<file path="src/rsbp_pkg.sv">
// Shared types and constants of the return-stack branch predictor
package rsbp_pkg;

    localparam int unsigned ADDR_W      = 32;
    localparam int unsigned RAS_DEPTH   = 16;
    localparam int unsigned RAS_PTR_W   = 4;
    localparam int unsigned RAS_CNT_W   = 5;
    localparam int unsigned TBL_IDX_W   = 4;
    localparam int unsigned TBL_IDX_LSB = 2;
    localparam int unsigned TBL_TAG_W   = 10;
    localparam int unsigned TBL_TAG_LSB = 6;
    localparam int unsigned TBL_ENTRIES = 16;

    // Misprediction penalty and segment-base surcharge, in clk cycles
    localparam logic [7:0] MIS_BASE_CYC = 8'h14;
    localparam logic [7:0] CS_EXTRA_CYC = 8'h02;
    localparam logic [7:0] PEN_LAST     = 8'h01;

    // Execution latencies reported per fetched op
    localparam logic [3:0] LOOP_LAT_32 = 4'h7;
    localparam logic [3:0] LOOP_LAT_64 = 4'h8;
    localparam logic [3:0] DEC_LAT     = 4'h1;
    localparam logic [3:0] JNZ_LAT     = 4'h1;

    // Saturating direction counter
    localparam logic [1:0] CTR_ALLOC = 2'h2;
    localparam logic [1:0] CTR_MAX   = 2'h3;
    localparam logic [1:0] CTR_MIN   = 2'h0;

    localparam logic [ADDR_W-1:0] CS_BASE_ZERO = 32'h0000_0000;

    typedef enum logic [3:0] {
        RSBP_OP_NONE                 = 4'b0000,
        RSBP_OP_NEAR_CALL            = 4'b0001,
        RSBP_OP_NEAR_RET             = 4'b0010,
        RSBP_OP_COND                 = 4'b0011,
        RSBP_OP_JMP                  = 4'b0100,
        RSBP_OP_LOOP                 = 4'b0101,
        RSBP_OP_DEC_REG              = 4'b0110,
        RSBP_OP_JNZ                  = 4'b0111,
        RSBP_OP_FAR_JMP              = 4'b1000,
        RSBP_OP_FAR_CALL             = 4'b1001,
        RSBP_OP_FAR_RET              = 4'b1010,
        RSBP_OP_SOFT_INT             = 4'b1011,
        RSBP_OP_OVF_INT              = 4'b1100,
        RSBP_OP_INTERRUPT_RETURN_OP  = 4'b1101
    } rsbp_op_t;

    typedef enum logic [1:0] {
        RSBP_ST_RUN     = 2'b00,
        RSBP_ST_BUBBLE  = 2'b01,
        RSBP_ST_WAIT    = 2'b10,
        RSBP_ST_PENALTY = 2'b11
    } rsbp_state_t;

    typedef struct packed {
        logic              valid;
        rsbp_op_t          op;
        logic [ADDR_W-1:0] pc;
        logic [3:0]        len;
        logic              disp_zero;
        logic [ADDR_W-1:0] target;
    } rsbp_fetch_t;

    typedef struct packed {
        logic              valid;
        rsbp_op_t          op;
        logic [ADDR_W-1:0] pc;
        logic              taken;
        logic [ADDR_W-1:0] target;
        logic              pred_taken;
        logic [ADDR_W-1:0] pred_target;
    } rsbp_resolve_t;

    typedef struct packed {
        logic              valid;
        logic              taken;
        logic [ADDR_W-1:0] target;
    } rsbp_pred_t;

    typedef struct packed {
        logic              valid;
        logic [ADDR_W-1:0] target;
    } rsbp_redirect_t;

    typedef struct packed {
        logic       valid;
        logic [3:0] cycles;
    } rsbp_lat_t;

endpackage

</file>
<file path="src/rsbp_ras.sv">
// Circular return-address stack that drops its oldest entry on overflow
`timescale 1ns/1ps
module rsbp_ras (
    input  wire logic                         clk,
    input  wire logic                         rst,
    input  wire logic                         push,
    input  wire logic                         pop,
    input  wire logic [rsbp_pkg::ADDR_W-1:0]  push_addr,
    output logic      [rsbp_pkg::ADDR_W-1:0]  top_addr,
    output logic                              top_valid,
    output logic      [rsbp_pkg::RAS_CNT_W-1:0] count,
    output logic                              full
);

    logic [rsbp_pkg::ADDR_W-1:0]    mem_q [rsbp_pkg::RAS_DEPTH];
    logic [rsbp_pkg::RAS_PTR_W-1:0] wr_ptr_q;
    logic [rsbp_pkg::RAS_CNT_W-1:0] cnt_q;
    logic [rsbp_pkg::RAS_PTR_W-1:0] top_ptr;

    assign top_ptr   = wr_ptr_q - 4'h1;
    assign top_addr  = mem_q[top_ptr];
    assign top_valid = (cnt_q != 5'h00);
    assign full      = (cnt_q == 5'(rsbp_pkg::RAS_DEPTH));
    assign count     = cnt_q;

    ////////////////////////////////////////////////////////////////////////////
    // Storage: wrapping pointer overwrites the oldest slot when full
    always_ff @(posedge clk) begin
        if (push) begin
            mem_q[wr_ptr_q] <= push_addr;
        end
    end

    always_ff @(posedge clk) begin
        if (rst) begin
            wr_ptr_q <= 4'h0;
            cnt_q    <= 5'h00;
        end else if (push) begin
            wr_ptr_q <= wr_ptr_q + 4'h1;
            if (!full) begin
                cnt_q <= cnt_q + 5'h01;
            end
        end else if (pop && top_valid) begin
            wr_ptr_q <= top_ptr;
            cnt_q    <= cnt_q - 5'h01;
        end
    end

    ////////////////////////////////////////////////////////////////////////////
    property p_ras_overflow;
        @(posedge clk) disable iff (rst)
        (push && full) |=> (full && top_addr == $past(push_addr));
    endproperty
    a_ras_overflow: assert property (p_ras_overflow)
        else $error("overflow lost newest entry");

    property p_ras_empty_pop;
        @(posedge clk) disable iff (rst)
        (pop && !push && !top_valid) |=> (count == 5'h00);
    endproperty
    a_ras_empty_pop: assert property (p_ras_empty_pop)
        else $error("pop of empty stack changed count");

endmodule

</file>
<file path="src/rsbp_top.sv">
// Front-end branch predictor with return stack, direction table and penalty timing
//
// Operation
// - A fetched near call pushes the address after the call onto the stack.
// - A fetched return with a nonempty stack predicts the stack top as target and pops it.
// - Pushing onto a full stack drops the oldest entry, keeps newer ones.
// - A zero-displacement call leaves the return stack untouched.
// - In 32-bit mode a nonzero code base adds two penalty cycles.
// - In 64-bit mode the code base is treated as zero.
// - The counted-loop op reports 7 cycles in 32-bit, 8 in 64-bit.
// - Register decrement and jump-if-not-zero each report 1 cycle latency.
// - Far jumps, calls, returns and interrupt ops get no prediction.
// - A predicted-taken branch costs one fetch bubble; not-taken costs none.
// - Taken conditional branches allocate table entries; not-taken ones never allocate.
// - A return resolved with a wrong target is handled as a mispredict.
`timescale 1ns/1ps
module rsbp_top (
    input  wire logic                          clk,
    input  wire logic                          rst,
    input  wire logic                          long_mode,
    input  wire logic [rsbp_pkg::ADDR_W-1:0]   cs_base,
    input  wire rsbp_pkg::rsbp_fetch_t         fetch_i,
    input  wire rsbp_pkg::rsbp_resolve_t       res_i,
    output rsbp_pkg::rsbp_pred_t               pred_q,
    output logic                               fetch_ready_q,
    output rsbp_pkg::rsbp_redirect_t           redir_q,
    output rsbp_pkg::rsbp_lat_t                lat_q
);

    rsbp_pkg::rsbp_state_t           state_q;
    rsbp_pkg::rsbp_state_t           state_d;
    logic [7:0]                      pen_cnt_q;
    logic [rsbp_pkg::ADDR_W-1:0]     redir_tgt_q;

    logic                            fire;
    logic                            mis;
    logic                            far_op;
    logic                            cond_op;
    logic                            res_cond;
    logic [7:0]                      penalty;
    logic [rsbp_pkg::ADDR_W-1:0]     next_pc;

    logic                            ras_push;
    logic                            ras_pop;
    logic [rsbp_pkg::ADDR_W-1:0]     ras_top;
    logic                            ras_top_valid;
    logic [rsbp_pkg::RAS_CNT_W-1:0]  ras_count;
    logic                            ras_full;

    logic                            tbl_vld_q [rsbp_pkg::TBL_ENTRIES];
    logic [rsbp_pkg::TBL_TAG_W-1:0]  tbl_tag_q [rsbp_pkg::TBL_ENTRIES];
    logic [rsbp_pkg::ADDR_W-1:0]     tbl_tgt_q [rsbp_pkg::TBL_ENTRIES];
    logic [1:0]                      tbl_ctr_q [rsbp_pkg::TBL_ENTRIES];

    logic [rsbp_pkg::TBL_IDX_W-1:0]  f_idx;
    logic [rsbp_pkg::TBL_TAG_W-1:0]  f_tag;
    logic [rsbp_pkg::TBL_IDX_W-1:0]  r_idx;
    logic [rsbp_pkg::TBL_TAG_W-1:0]  r_tag;
    logic                            f_hit;
    logic                            r_hit;

    ////////////////////////////////////////////////////////////////////////////
    // Decode of the fetched op and of the resolution
    assign far_op = (fetch_i.op == rsbp_pkg::RSBP_OP_FAR_JMP)
                 || (fetch_i.op == rsbp_pkg::RSBP_OP_FAR_CALL)
                 || (fetch_i.op == rsbp_pkg::RSBP_OP_FAR_RET)
                 || (fetch_i.op == rsbp_pkg::RSBP_OP_SOFT_INT)
                 || (fetch_i.op == rsbp_pkg::RSBP_OP_OVF_INT)
                 || (fetch_i.op == rsbp_pkg::RSBP_OP_INTERRUPT_RETURN_OP);
    assign cond_op = (fetch_i.op == rsbp_pkg::RSBP_OP_COND)
                  || (fetch_i.op == rsbp_pkg::RSBP_OP_JNZ);
    assign res_cond = res_i.valid && ((res_i.op == rsbp_pkg::RSBP_OP_COND)
                   || (res_i.op == rsbp_pkg::RSBP_OP_JNZ));

    // Wrong direction or wrong target, returns included
    assign mis = res_i.valid
              && (state_q == rsbp_pkg::RSBP_ST_RUN || state_q == rsbp_pkg::RSBP_ST_BUBBLE)
              && ((res_i.taken != res_i.pred_taken)
                  || (res_i.taken && res_i.target != res_i.pred_target));

    // A mispredict flushes the op being fetched in the same cycle
    assign fire = fetch_i.valid && fetch_ready_q && !mis
               && (state_q == rsbp_pkg::RSBP_ST_RUN);

    assign next_pc = fetch_i.pc + {28'h000_0000, fetch_i.len};

    // Segment base only costs time outside 64-bit mode
    assign penalty = (!long_mode && cs_base != rsbp_pkg::CS_BASE_ZERO)
                   ? rsbp_pkg::MIS_BASE_CYC + rsbp_pkg::CS_EXTRA_CYC
                   : rsbp_pkg::MIS_BASE_CYC;

    assign ras_push = fire && (fetch_i.op == rsbp_pkg::RSBP_OP_NEAR_CALL)
                   && !fetch_i.disp_zero;
    assign ras_pop  = fire && (fetch_i.op == rsbp_pkg::RSBP_OP_NEAR_RET);

    rsbp_ras u_ras (
        .clk       (clk),
        .rst       (rst),
        .push      (ras_push),
        .pop       (ras_pop),
        .push_addr (next_pc),
        .top_addr  (ras_top),
        .top_valid (ras_top_valid),
        .count     (ras_count),
        .full      (ras_full)
    );

    ////////////////////////////////////////////////////////////////////////////
    // Direction table lookup
    assign f_idx = fetch_i.pc[rsbp_pkg::TBL_IDX_LSB +: rsbp_pkg::TBL_IDX_W];
    assign f_tag = fetch_i.pc[rsbp_pkg::TBL_TAG_LSB +: rsbp_pkg::TBL_TAG_W];
    assign r_idx = res_i.pc[rsbp_pkg::TBL_IDX_LSB +: rsbp_pkg::TBL_IDX_W];
    assign r_tag = res_i.pc[rsbp_pkg::TBL_TAG_LSB +: rsbp_pkg::TBL_TAG_W];
    assign f_hit = tbl_vld_q[f_idx] && (tbl_tag_q[f_idx] == f_tag);
    assign r_hit = tbl_vld_q[r_idx] && (tbl_tag_q[r_idx] == r_tag);

    // Only taken outcomes claim an entry; not-taken weakens a hit, and frees it when its counter is already at the minimum
    always_ff @(posedge clk) begin
        if (rst) begin
            for (int i = 0; i < rsbp_pkg::TBL_ENTRIES; i++) begin
                tbl_vld_q[i] <= 1'b0;
                tbl_ctr_q[i] <= rsbp_pkg::CTR_MIN;
            end
        end else if (res_cond && res_i.taken) begin
            tbl_vld_q[r_idx] <= 1'b1;
            if (!r_hit) begin
                tbl_ctr_q[r_idx] <= rsbp_pkg::CTR_ALLOC;
            end else if (tbl_ctr_q[r_idx] != rsbp_pkg::CTR_MAX) begin
                tbl_ctr_q[r_idx] <= tbl_ctr_q[r_idx] + 2'h1;
            end
        end else if (res_cond && r_hit) begin
            if (tbl_ctr_q[r_idx] == rsbp_pkg::CTR_MIN) begin
                tbl_vld_q[r_idx] <= 1'b0;
            end else begin
                tbl_ctr_q[r_idx] <= tbl_ctr_q[r_idx] - 2'h1;
            end
        end
    end

    always_ff @(posedge clk) begin
        if (res_cond && res_i.taken) begin
            tbl_tag_q[r_idx] <= r_tag;
            tbl_tgt_q[r_idx] <= res_i.target;
        end
    end

    ////////////////////////////////////////////////////////////////////////////
    // Fetch sequencing
    always_comb begin
        state_d = state_q;
        case (state_q)
            rsbp_pkg::RSBP_ST_RUN, rsbp_pkg::RSBP_ST_BUBBLE: begin
                if (mis) begin
                    state_d = rsbp_pkg::RSBP_ST_PENALTY;
                end else if (state_q == rsbp_pkg::RSBP_ST_BUBBLE) begin
                    state_d = rsbp_pkg::RSBP_ST_RUN;
                end else if (fire) begin
                    case (fetch_i.op)
                        rsbp_pkg::RSBP_OP_NEAR_CALL, rsbp_pkg::RSBP_OP_JMP: begin
                            state_d = rsbp_pkg::RSBP_ST_BUBBLE;
                        end
                        rsbp_pkg::RSBP_OP_NEAR_RET: begin
                            state_d = ras_top_valid ? rsbp_pkg::RSBP_ST_BUBBLE
                                                    : rsbp_pkg::RSBP_ST_WAIT;
                        end
                        rsbp_pkg::RSBP_OP_COND, rsbp_pkg::RSBP_OP_JNZ: begin
                            if (f_hit && tbl_ctr_q[f_idx][1]) begin
                                state_d = rsbp_pkg::RSBP_ST_BUBBLE;
                            end
                        end
                        default: begin
                            if (far_op) begin
                                state_d = rsbp_pkg::RSBP_ST_WAIT;
                            end
                        end
                    endcase
                end
            end
            rsbp_pkg::RSBP_ST_WAIT: begin
                if (res_i.valid) begin
                    state_d = rsbp_pkg::RSBP_ST_RUN;
                end
            end
            rsbp_pkg::RSBP_ST_PENALTY: begin
                if (pen_cnt_q == rsbp_pkg::PEN_LAST) begin
                    state_d = rsbp_pkg::RSBP_ST_RUN;
                end
            end
            default: begin
                state_d = rsbp_pkg::RSBP_ST_RUN;
            end
        endcase
    end

    always_ff @(posedge clk) begin
        if (rst) begin
            state_q       <= rsbp_pkg::RSBP_ST_RUN;
            fetch_ready_q <= 1'b0;
        end else begin
            state_q       <= state_d;
            fetch_ready_q <= (state_d == rsbp_pkg::RSBP_ST_RUN);
        end
    end

    // Penalty countdown; the redirect leaves at its end
    always_ff @(posedge clk) begin
        if (rst) begin
            pen_cnt_q   <= 8'h00;
            redir_tgt_q <= 32'h0000_0000;
        end else if (mis) begin
            pen_cnt_q   <= penalty;
            redir_tgt_q <= res_i.taken ? res_i.target : res_i.pc + 32'h0000_0001;
        end else if (state_q == rsbp_pkg::RSBP_ST_PENALTY) begin
            pen_cnt_q <= pen_cnt_q - 8'h01;
        end
    end

    always_ff @(posedge clk) begin
        if (rst) begin
            redir_q <= '0;
        end else if (state_q == rsbp_pkg::RSBP_ST_PENALTY && pen_cnt_q == rsbp_pkg::PEN_LAST) begin
            redir_q.valid  <= 1'b1;
            redir_q.target <= redir_tgt_q;
        end else if (state_q == rsbp_pkg::RSBP_ST_WAIT && res_i.valid) begin
            redir_q.valid  <= 1'b1;
            redir_q.target <= res_i.target;
        end else begin
            redir_q.valid <= 1'b0;
        end
    end

    ////////////////////////////////////////////////////////////////////////////
    // Prediction and latency reports
    always_ff @(posedge clk) begin
        if (rst) begin
            pred_q <= '0;
        end else begin
            pred_q <= '0;
            if (fire) begin
                case (fetch_i.op)
                    rsbp_pkg::RSBP_OP_NEAR_CALL, rsbp_pkg::RSBP_OP_JMP: begin
                        pred_q.valid  <= 1'b1;
                        pred_q.taken  <= 1'b1;
                        pred_q.target <= fetch_i.target;
                    end
                    rsbp_pkg::RSBP_OP_NEAR_RET: begin
                        pred_q.valid  <= ras_top_valid;
                        pred_q.taken  <= ras_top_valid;
                        // No stale stack slot leaks out when nothing is predicted
                        pred_q.target <= ras_top_valid ? ras_top : '0;
                    end
                    rsbp_pkg::RSBP_OP_COND, rsbp_pkg::RSBP_OP_JNZ: begin
                        pred_q.valid  <= 1'b1;
                        pred_q.taken  <= f_hit && tbl_ctr_q[f_idx][1];
                        pred_q.target <= f_hit ? tbl_tgt_q[f_idx] : next_pc;
                    end
                    default: begin
                        pred_q.valid <= 1'b0;
                    end
                endcase
            end
        end
    end

    always_ff @(posedge clk) begin
        if (rst) begin
            lat_q <= '0;
        end else begin
            lat_q <= '0;
            if (fire) begin
                case (fetch_i.op)
                    rsbp_pkg::RSBP_OP_LOOP: begin
                        lat_q.valid  <= 1'b1;
                        lat_q.cycles <= long_mode ? rsbp_pkg::LOOP_LAT_64
                                                  : rsbp_pkg::LOOP_LAT_32;
                    end
                    rsbp_pkg::RSBP_OP_DEC_REG: begin
                        lat_q.valid  <= 1'b1;
                        lat_q.cycles <= rsbp_pkg::DEC_LAT;
                    end
                    rsbp_pkg::RSBP_OP_JNZ: begin
                        lat_q.valid  <= 1'b1;
                        lat_q.cycles <= rsbp_pkg::JNZ_LAT;
                    end
                    default: begin
                        lat_q.valid <= 1'b0;
                    end
                endcase
            end
        end
    end

    ////////////////////////////////////////////////////////////////////////////
    property p_call_push;
        @(posedge clk) disable iff (rst)
        ras_push |=> (ras_top_valid && ras_top == $past(next_pc));
    endproperty
    a_call_push: assert property (p_call_push)
        else $error("call did not push return address");

    property p_ret_pred;
        @(posedge clk) disable iff (rst)
        (ras_pop && ras_top_valid) |=> (pred_q.taken && pred_q.target == $past(ras_top));
    endproperty
    a_ret_pred: assert property (p_ret_pred)
        else $error("return not predicted from stack top");

    property p_zero_call;
        @(posedge clk) disable iff (rst)
        (fire && fetch_i.op == rsbp_pkg::RSBP_OP_NEAR_CALL && fetch_i.disp_zero)
            |=> (ras_count == $past(ras_count));
    endproperty
    a_zero_call: assert property (p_zero_call)
        else $error("zero displacement call changed stack");

    property p_cs_pen;
        @(posedge clk) disable iff (rst)
        (mis && !long_mode && cs_base != rsbp_pkg::CS_BASE_ZERO)
            |=> (pen_cnt_q == rsbp_pkg::MIS_BASE_CYC + rsbp_pkg::CS_EXTRA_CYC);
    endproperty
    a_cs_pen: assert property (p_cs_pen)
        else $error("segment base surcharge missing");

    property p_long_pen;
        @(posedge clk) disable iff (rst)
        (mis && long_mode) |=> (pen_cnt_q == rsbp_pkg::MIS_BASE_CYC);
    endproperty
    a_long_pen: assert property (p_long_pen)
        else $error("segment base charged in 64-bit mode");

    property p_loop_lat;
        @(posedge clk) disable iff (rst)
        (fire && fetch_i.op == rsbp_pkg::RSBP_OP_LOOP)
            |=> (lat_q.valid && lat_q.cycles == ($past(long_mode) ? 4'h8 : 4'h7));
    endproperty
    a_loop_lat: assert property (p_loop_lat)
        else $error("loop latency wrong");

    property p_dec_lat;
        @(posedge clk) disable iff (rst)
        (fire && (fetch_i.op == rsbp_pkg::RSBP_OP_DEC_REG || fetch_i.op == rsbp_pkg::RSBP_OP_JNZ))
            |=> (lat_q.valid && lat_q.cycles == 4'h1);
    endproperty
    a_dec_lat: assert property (p_dec_lat)
        else $error("decrement or jnz latency wrong");

    property p_far;
        @(posedge clk) disable iff (rst)
        (fire && far_op) |=> (!pred_q.valid && state_q == rsbp_pkg::RSBP_ST_WAIT);
    endproperty
    a_far: assert property (p_far)
        else $error("far transfer was predicted");

    property p_bubble;
        @(posedge clk) disable iff (rst)
        (pred_q.valid && pred_q.taken) |-> !fetch_ready_q ##1 (fetch_ready_q || mis || $past(mis));
    endproperty
    a_bubble: assert property (p_bubble)
        else $error("taken prediction bubble wrong");

    property p_no_alloc;
        @(posedge clk) disable iff (rst)
        (res_cond && !res_i.taken && !r_hit) |=> (tbl_vld_q[$past(r_idx)] == $past(tbl_vld_q[r_idx]));
    endproperty
    a_no_alloc: assert property (p_no_alloc)
        else $error("not-taken branch allocated entry");

    property p_ret_mis;
        @(posedge clk) disable iff (rst)
        (mis && res_i.op == rsbp_pkg::RSBP_OP_NEAR_RET)
            |=> (state_q == rsbp_pkg::RSBP_ST_PENALTY) [*2];
    endproperty
    a_ret_mis: assert property (p_ret_mis)
        else $error("wrong return target not penalised");

    property p_empty_ret;
        @(posedge clk) disable iff (rst)
        (ras_pop && !ras_top_valid) |=> (!pred_q.valid && !fetch_ready_q
                                         && state_q == rsbp_pkg::RSBP_ST_WAIT);
    endproperty
    a_empty_ret: assert property (p_empty_ret)
        else $error("empty stack return did not stall");

endmodule

</file>
<file path="config.mk">
export PLATFORM = sky130hd
export DESIGN_NAME = rsbp_top
export DESIGN_NICKNAME = d
export VERILOG_FILES = /design/src/rsbp_pkg.sv /design/src/rsbp_ras.sv /design/src/rsbp_top.sv
export SDC_FILE = /design/constraint.sdc
export NUM_CORES = 2
export LEC_CHECK = 0
export BUFFER_PORTS_ARGS = -buffer_cell sky130_fd_sc_hd__buf_2
export CORE_ASPECT_RATIO = 1.2
export CORE_MARGIN = 10
export CORE_UTILIZATION = 25
export DETAILED_ROUTE_END_ITERATION = 8
export GPL_TIMING_DRIVEN = 0
export PLACE_DENSITY = 0.47
export SLEW_MARGIN = 30
export SYNTH_ARGS = -nofsm -noshare
export SYNTH_HDL_FRONTEND = slang
export SYNTH_SLANG_ARGS = --single-unit
</file>
<file path="constraint.sdc">
create_clock -name clk -period 3.96 [get_ports clk]
set_input_delay 0.198 -clock clk [delete_from_list [all_inputs] [get_ports clk]]
set_output_delay 0.198 -clock clk [all_outputs]
set_load 0.05 [all_outputs]
</file>
==> Word-level counts from Yosys, hierarchy flattened <==
Memories as Yosys holds them, arrays and structs flattened.
Index checks and enable logic that the tools add are counted.
{ "word_totals": {"register_bits": 124, "ramBits": 1232, "output_inout_bits": 73, "memories": 5} }
{ "mem_list": {"columns": ["memory", "words", "word_bits", "read_ports", "rd_clocked_by_memory_dff", "write_ports", "line_no", "text"], "rows": [
  ["tbl_tgt_q", 16, 32, 1, 0, 1, "rsbp_top.sv:52", "logic [rsbp_pkg::ADDR_W-1:0] tbl_tgt_q [rsbp_pkg::TBL_ENTRIES];"],
  ["u_ras.mem_q", 16, 32, 1, 0, 1, "rsbp_ras.sv:15", "logic [rsbp_pkg::ADDR_W-1:0] mem_q [rsbp_pkg::RAS_DEPTH];"],
  ["tbl_tag_q", 16, 10, 2, 0, 1, "rsbp_top.sv:51", "logic [rsbp_pkg::TBL_TAG_W-1:0] tbl_tag_q [rsbp_pkg::TBL_ENTRIES];"],
  ["tbl_ctr_q", 16, 2, 2, 0, 16, "rsbp_top.sv:53", "logic [1:0] tbl_ctr_q [rsbp_pkg::TBL_ENTRIES];"],
  ["tbl_vld_q", 16, 1, 2, 0, 16, "rsbp_top.sv:50", "logic tbl_vld_q [rsbp_pkg::TBL_ENTRIES];"]
]} }
{ "op_classes": {"n_addsub": 9, "n_eq_ne": 26, "mux": 65, "bitwise_logic": 4, "n_reduce_logical": 48} }
{ "op_table": {"columns": ["op", "n"], "rows": [
  ["32-bit two-way mux", 4],
  ["33-bit one-hot mux with 3 select lines", 1],
  ["1-bit two-way mux", 33],
  ["33-bit two-way mux", 1],
  ["32-bit by 1-bit adder with 32-bit output, second input constant", 1],
  ["32-bit by 4-bit adder with 32-bit output", 1],
  ["32-bit != test", 1],
  ["32-bit nonzero test", 1],
  ["4-bit equality test, second input constant", 6],
  ["2-bit two-way mux", 12],
  ["10-bit equality test", 2],
  ["4-bit by 3-bit equality test with 1-bit output, second input constant", 5],
  ["4-bit two-way mux", 5],
  ["1-bit logical AND", 19],
  ["8-bit two-way mux", 2],
  ["5-bit two-way mux", 3],
  ["4-bit by 2-bit equality test with 1-bit output, second input constant", 3],
  ["2-bit one-hot mux with 3 select lines", 2],
  ["2-bit OR reduction", 6],
  ["8-bit by 1-bit equality test with 1-bit output, second input constant", 1],
  ["1-bit logical OR", 8],
  ["4-bit one-hot mux with 2 select lines", 1],
  ["8-bit by 1-bit subtractor with 8-bit output, second input constant", 1],
  ["2-bit zero test", 3],
  ["other kinds (22)", 30]
]} }

==> Logic depth before layout (Yosys ltp) <==
{ "depth": {"ltp_word": 13, "ltp_mapped": 16, "ltp_nobuf": 13} }

==> By module <==
A second synthesis with hierarchy kept.
{ "unflattened": {"cells_unflattened": 3024, "area_unflattened_um2": 56711.9} }
{ "by_module_without_submodules": {"columns": ["module", "instances", "cells_each", "area_each_um2"], "rows": [
  ["rsbp_top", 1, 2217, 36750.2],
  ["rsbp_ras", 1, 807, 19961.6]
]} }

==> Worst setup path after synthesis <==
OpenSTA, ideal clock, no wires.
{ "synth_path": {"path_kind": "input port to flip-flop", "from": "in res_i[18] in the netlist's numbering", "to": "mem u_ras.mem_q[0][0] in the netlist's numbering, enable pin", "setup_time_ps": 461, "arrival_time_ps": 3859, "required_time_ps": 3499, "path_slack_ps": -360, "cell_stages": 8, "path_buffers": 1, "path_cell_list": "xor2_1 -> nor4_1 -> nand4_1 -> nor3_1 -> o21ba_2 -> clkbuf_1 -> nand3_1 -> nor3_1"} }
{ "synth_via": {"elab_chain_len": 11} }
{ "synth_lines": {"columns": ["item", "line_no", "text"], "rows": [
  ["start, declared", "rsbp_top.sv:23", "input wire rsbp_pkg::rsbp_resolve_t res_i,"],
  ["32-bit != test", "rsbp_top.sv:79", "|| (res_i.taken && res_i.target != res_i.pred_target));"],
  ["1-bit logical AND", "rsbp_top.sv:79", null],
  ["1-bit logical OR", "rsbp_top.sv:79", null],
  ["1-bit logical AND", "rsbp_top.sv:78", "&& ((res_i.taken != res_i.pred_taken)"],
  ["1-bit zero test", "rsbp_top.sv:82", "assign fire = fetch_i.valid && fetch_ready_q && !mis"],
  ["1-bit logical AND", "rsbp_top.sv:82", null],
  ["1-bit logical AND", "rsbp_top.sv:83", "&& (state_q == rsbp_pkg::RSBP_ST_RUN);"],
  ["1-bit logical AND", "rsbp_top.sv:92", "assign ras_push = fire && (fetch_i.op == rsbp_pkg::RSBP_OP_NEAR_CALL)"],
  ["1-bit logical AND", "rsbp_top.sv:93", "&& !fetch_i.disp_zero;"],
  ["1-bit two-way mux", "rsbp_ras.sv:29", "if (push) begin"],
  ["1-bit two-way mux (implied by the code)", "rsbp_ras.sv:30", "mem_q[wr_ptr_q] <= push_addr;"],
  ["end, declared", "rsbp_ras.sv:15", null]
]} }
No other way between the ends.

==> Worst setup path after layout <==
{ "layout_path": {"from": "in fetch_i[40] in the netlist's numbering", "to": "reg pred_q[1] in the netlist's numbering"} }
{ "layout_via": {"elab_chain_len": 5, "word_cells_on_any_way": 7, "classes_between": "eq/ne: 1; mux: 2; reduce/logical: 1; memory: 3"} }
{ "layout_lines": {"columns": ["item", "line_no", "text"], "rows": [
  ["start, declared", "rsbp_top.sv:22", "input wire rsbp_pkg::rsbp_fetch_t fetch_i,"],
  ["memory 16 x 10 bit", null, null],
  ["10-bit equality test", "rsbp_top.sv:114", "assign f_hit = tbl_vld_q[f_idx] && (tbl_tag_q[f_idx] == f_tag);"],
  ["1-bit logical AND", "rsbp_top.sv:114", null],
  ["32-bit two-way mux (*)", "rsbp_top.sv:255", "pred_q.target <= f_hit ? tbl_tgt_q[f_idx] : next_pc;"],
  ["33-bit one-hot mux with 3 select lines (*)", "rsbp_top.sv:240", "case (fetch_i.op)"],
  ["end, declared", "rsbp_top.sv:24", "output rsbp_pkg::rsbp_pred_t pred_q,"]
]} }
Mark *: on every way between the ends. The rest lies on a longest branch, timed or not.
A chain may end at the register's enable or synchronous reset.

==> results.rst <==
.. list-table::
   :header-rows: 1

   * - Metric
     - Value
   * - Post-route cell area
     - between 70000 and 80000 µm²
   * - PortBufs
     - between 200 and 300
   * - Number of antenna violations at the first check in global routing
     - 41
   * - Floorplan core area
     - around 230000 µm²
   * - Gate count after technology mapping
     - about 3.3k
   * - Power density over the cells
     - about 440 nW/µm²
   * - Final critical-path required period
     - around 4.1 ns
   * - Die width
     - between 400 and 500 µm
   * - Final Hold Fails
     - 0
   * - Critical Path Fanout Max
     - 10
   * - GRT Overall Usage
     - 0.160
   * - Fraction of final layout cells sized beyond drive strength 1
     - 0.288
   * - Slowest cell on crit path
     - buf_1
   * - CTS buffer count
     - 152
   * - Number of warnings issued by yosys
     - 0
   * - Static power due to leakage
     - around 24 nW
   * - Ports
     - 285
   * - Root buffer cell
     - clkbuf_16
   * - Required time of the critical path
     - roughly 4.6 ns
   * - Clock insertion delay at the later pin of the skew report
     - roughly 0.77 ns
   * - Wire length of the first global-routing pass
     - 284000 µm
   * - Startpoint Class
     - input pin
   * - Placed cell areas
     - around 66000 µm²
   * - Worst path arrival time
     - approximately 4.7 ns
   * - Die height
     - between 500 and 600 µm
   * - Peak supply drop
     - roughly 0.46 mV
   * - FP Rows
     - ~190
   * - Normalized max-slew margin
     - 0.305
   * - HPWL reported at the end of detailed placement
     - between 100000 and 150000 µm
   * - Share of power burned in combinational logic
     - 0.066
   * - Worst Tran Pin Value
     - 1.04 ns
   * - Total number of vias
     - ~35k
   * - Top cells by count, synth
     - edfxtp_1, mux4_2, nand2_1
   * - Remaining global-route overflow
     - 0
   * - Number of max-cap violations
     - 0
   * - Initial detailed-routing violation count
     - between 3k and 4k
   * - Proportion of synthesized chip area in sequential cells
     - 0.687
   * - Final std cells w/o fill
     - between 7k and 8k
   * - Final setup violation count
     - 1
   * - Routability Congestion
     - between 0.8 and 0.9
   * - Fraction of post-synthesis cell area in the top cell type by area
     - 0.644
   * - Skew final
     - between 0.02 and 0.025 ns
   * - Number of nets produced by synthesis
     - approximately 3.6k
   * - Max Fclk
     - 246 MHz
   * - Via count of the first global-routing pass
     - 35.1k
   * - Largest net degree at the start of global routing
     - 23
   * - Maximum buffer depth of the clock tree
     - 3
   * - Post-placement cell count
     - 6714
   * - Final hold slack
     - 0.0647 ns
   * - Buffering stage count on the worst path with inverters included
     - 7
   * - Mean cell area of the mapped netlist
     - ~17 µm²
   * - Ys async rst share
     - 0
   * - Most used DFF post-synth
     - edfxtp_1
   * - H-tree lvl count
     - 4
   * - Multi-input gate area in the final layout
     - around 18000 µm²
   * - Number of search-and-repair iterations in the first detailed-routing pass
     - 6
   * - Ranking of synthesized cells by area
     - edfxtp_1, mux4_2, dfxtp_1
   * - Final net count
     - 4233
   * - WL per Instance
     - roughly 29 µm
   * - Final Power
     - 0.0315 W
   * - Switching power as a share of total power
     - 0.226
   * - Layout filler cell count
     - between 20k and 25k
   * - Final routed DRC violation total
     - 0
   * - Storage cell area
     - just under 40000 µm²
   * - DIE AREA
     - roughly 250000 µm²
   * - Unrepaired setup endpoints after global routing
     - false
   * - Most numerous cell in the Yosys netlist
     - edfxtp_1
   * - Library cells used by synthesis
     - 73
   * - Outcome
     - finished with violations
   * - Kind of cell adding the most delay to the critical path
     - buffers and inverters
   * - Area growth syn-to-layout
     - 25.3%
   * - Violations in the final reports
     - setup timing
   * - Number of register bits inferred by synthesis
     - about 1.4k
   * - Wirelength, routed
     - between 200000 and 250000 µm
   * - Initial cell density of the core
     - 0.252
   * - Part of the cycle the worst path needs
     - 1.03
   * - Post-CTS clock slew at the launch and capture registers of the worst setup and hold paths
     - approximately 0.060 ns
   * - Clock sinks
     - between 1k and 1.5k
   * - Series of cell instances along the critical path
     - buf_2 > buf_4 > buf_4 > buf_4 > buf_2 > buf_2 > buf_1 > mux4_2 > mux4_2 > or3b_2 > a31oi_1
   * - Cell-internal power
     - roughly 0.024 W
   * - Delay contributed by the slowest stage of the critical path
     - 0.75 ns
   * - Max-slew violation count
     - 0
   * - Hold crit path type
     - in2reg
   * - Detailed-route vias per instance
     - approximately 4.8
   * - Share of total power in sequential cells
     - 0.501
   * - Type of the worst setup path
     - in2reg
   * - Utilization of the core after routing
     - 0.315
   * - Clock power frac
     - 0.433
   * - Type of destination of the critical path
     - register
   * - Final WS setup
     - -0.113 ns
   * - Count of flip-flops with a built-in enable after synthesis
     - approximately 1.2k
   * - Cell area after technology mapping
     - approximately 57000 µm²
   * - CTS tree
     - yes
   * - Cell type with the largest total area after synthesis
     - edfxtp_1
   * - NetSw
     - 0.00712 W
   * - Post-detailed-route count of antenna-violating nets
     - 0
==> power groups by stage <==
stage	registers, W	logic [W]	clock network (W)
floorplan	0.0161	0.000979	0
CTS	0.0158	0.00208	0.0139
finish	0.0158	0.00206	0.0136
global placement	0.0161	0.00189	0
global route	0.0158	0.00219	0.0145
detailed placement	0.0161	0.00196	0
==> metrics by stage <==
stage | worst slack, ns | TNS [ns]
floorplan | 0.0243 | 0
global placement | -4.20 | -4545.86
global route | 0.00168 | 0
finish | -0.113 | -0.113
detailed placement | -1.76 | -383.30
CTS | 0.00139 | 0
==> per-layer routing <==
layer,routed length (µm),share of wire,vias up,global-route usage
met5,66,0.00032,-,0
met4,6350,0.031,10,0.0456
met3,11300,0.055,300,0.0281
met2,102000,0.50,1186,0.272
met1,85500,0.42,18300,0.207
li1,-,-,14800,-
==> flip-flops by register name (all words and copies together), names as in the netlist, 5 cells and up <==
register and flops:
pen_cnt_q 8, pred_q 34, redir_q 33, redir_tgt_q 32, tbl_ctr_q 32, tbl_tag_q 160
tbl_tgt_q 512, tbl_vld_q 16, u_ras.count 5, u_ras.mem_q 512
==> cell type report <==
class / count / area share
Antenna cell: 12 / 0.000417
Buffer: 212 / 0.0144
Clock buffer: 205 / 0.0580
Clock inverter: 66 / 0.00794
Inverter: 24 / 0.00125
Multi-Input combinational cell: 1739 / 0.245
Sequential cell: 1355 / 0.548
Tap cell: 3007 / 0.0522
Timing Repair Buffer: 518 / 0.0731
==> repair_timing <==
item,4_1_cts,5_1_grt
gates resized for setup,40,27
buffers inserted,1,23
hold buffers,118,0
pin swaps,1,13
endpoints found under the setup margin,107,352
endpoints found under the hold margin,862,0
==> cells by family after synthesis <==
logic type,synth area share
AND/OR/NAND/NOR,0.0672
AO/OA/AOI/OAI,0.0323
adder cells (fa/ha/maj),0.00440
XOR/XNOR,0.0209
multiplexers,0.171
flip-flops,0.687
buffers and inverters,0.0180
==> cell usage in the layout (no fill, tap or decap), types with 18 or more instances in the layout <==
master / count
edfxtp_1: 1232
mux4_2: 346
buf_2: 320
nand2_1: 244
nor2_1: 168
mux2i_1: 160
clkbuf_16: 155
clkbuf_1: 126
dfxtp_1: 123
dlygate4sd3_1: 118
nand3_1: 69
xor2_1: 69
buf_16: 68
nor3_1: 51
a21oi_1: 40
o21ai_0: 36
and3_1: 34
xnor2_1: 34
nand3b_1: 34
a211oi_1: 34
clkbuf_2: 29
buf_4: 29
nor2_4: 28
a32oi_1: 27
a31oi_1: 27
clkinv_1: 27
nand4_1: 25
nor4_1: 25
inv_1: 24
a22oi_1: 22
buf_8: 21
a21o_1: 21
or3b_2: 21
clkinv_2: 20
xnor2_2: 19
buf_6: 18
==> final timing paths <==
| kind | start | end | slack [ns] | cells past startpoint |
|---|---|---|---|---|
| worst min register to register | pen_cnt_q[1] | pen_cnt_q[1] | 0.49 | 2 |
| worst max-delay path | fetch_i[40] | pred_q[1] | -0.11 | 11 |
| worst max register to register | u_ras.wr_ptr_q[0] | pred_q[14] | 0.03 | 11 |
| worst min-delay path | res_i[44] | tbl_tgt_q[1][11] | 0.06 | 1 |
No activity file was read; power rests on OpenSTA's default activity.
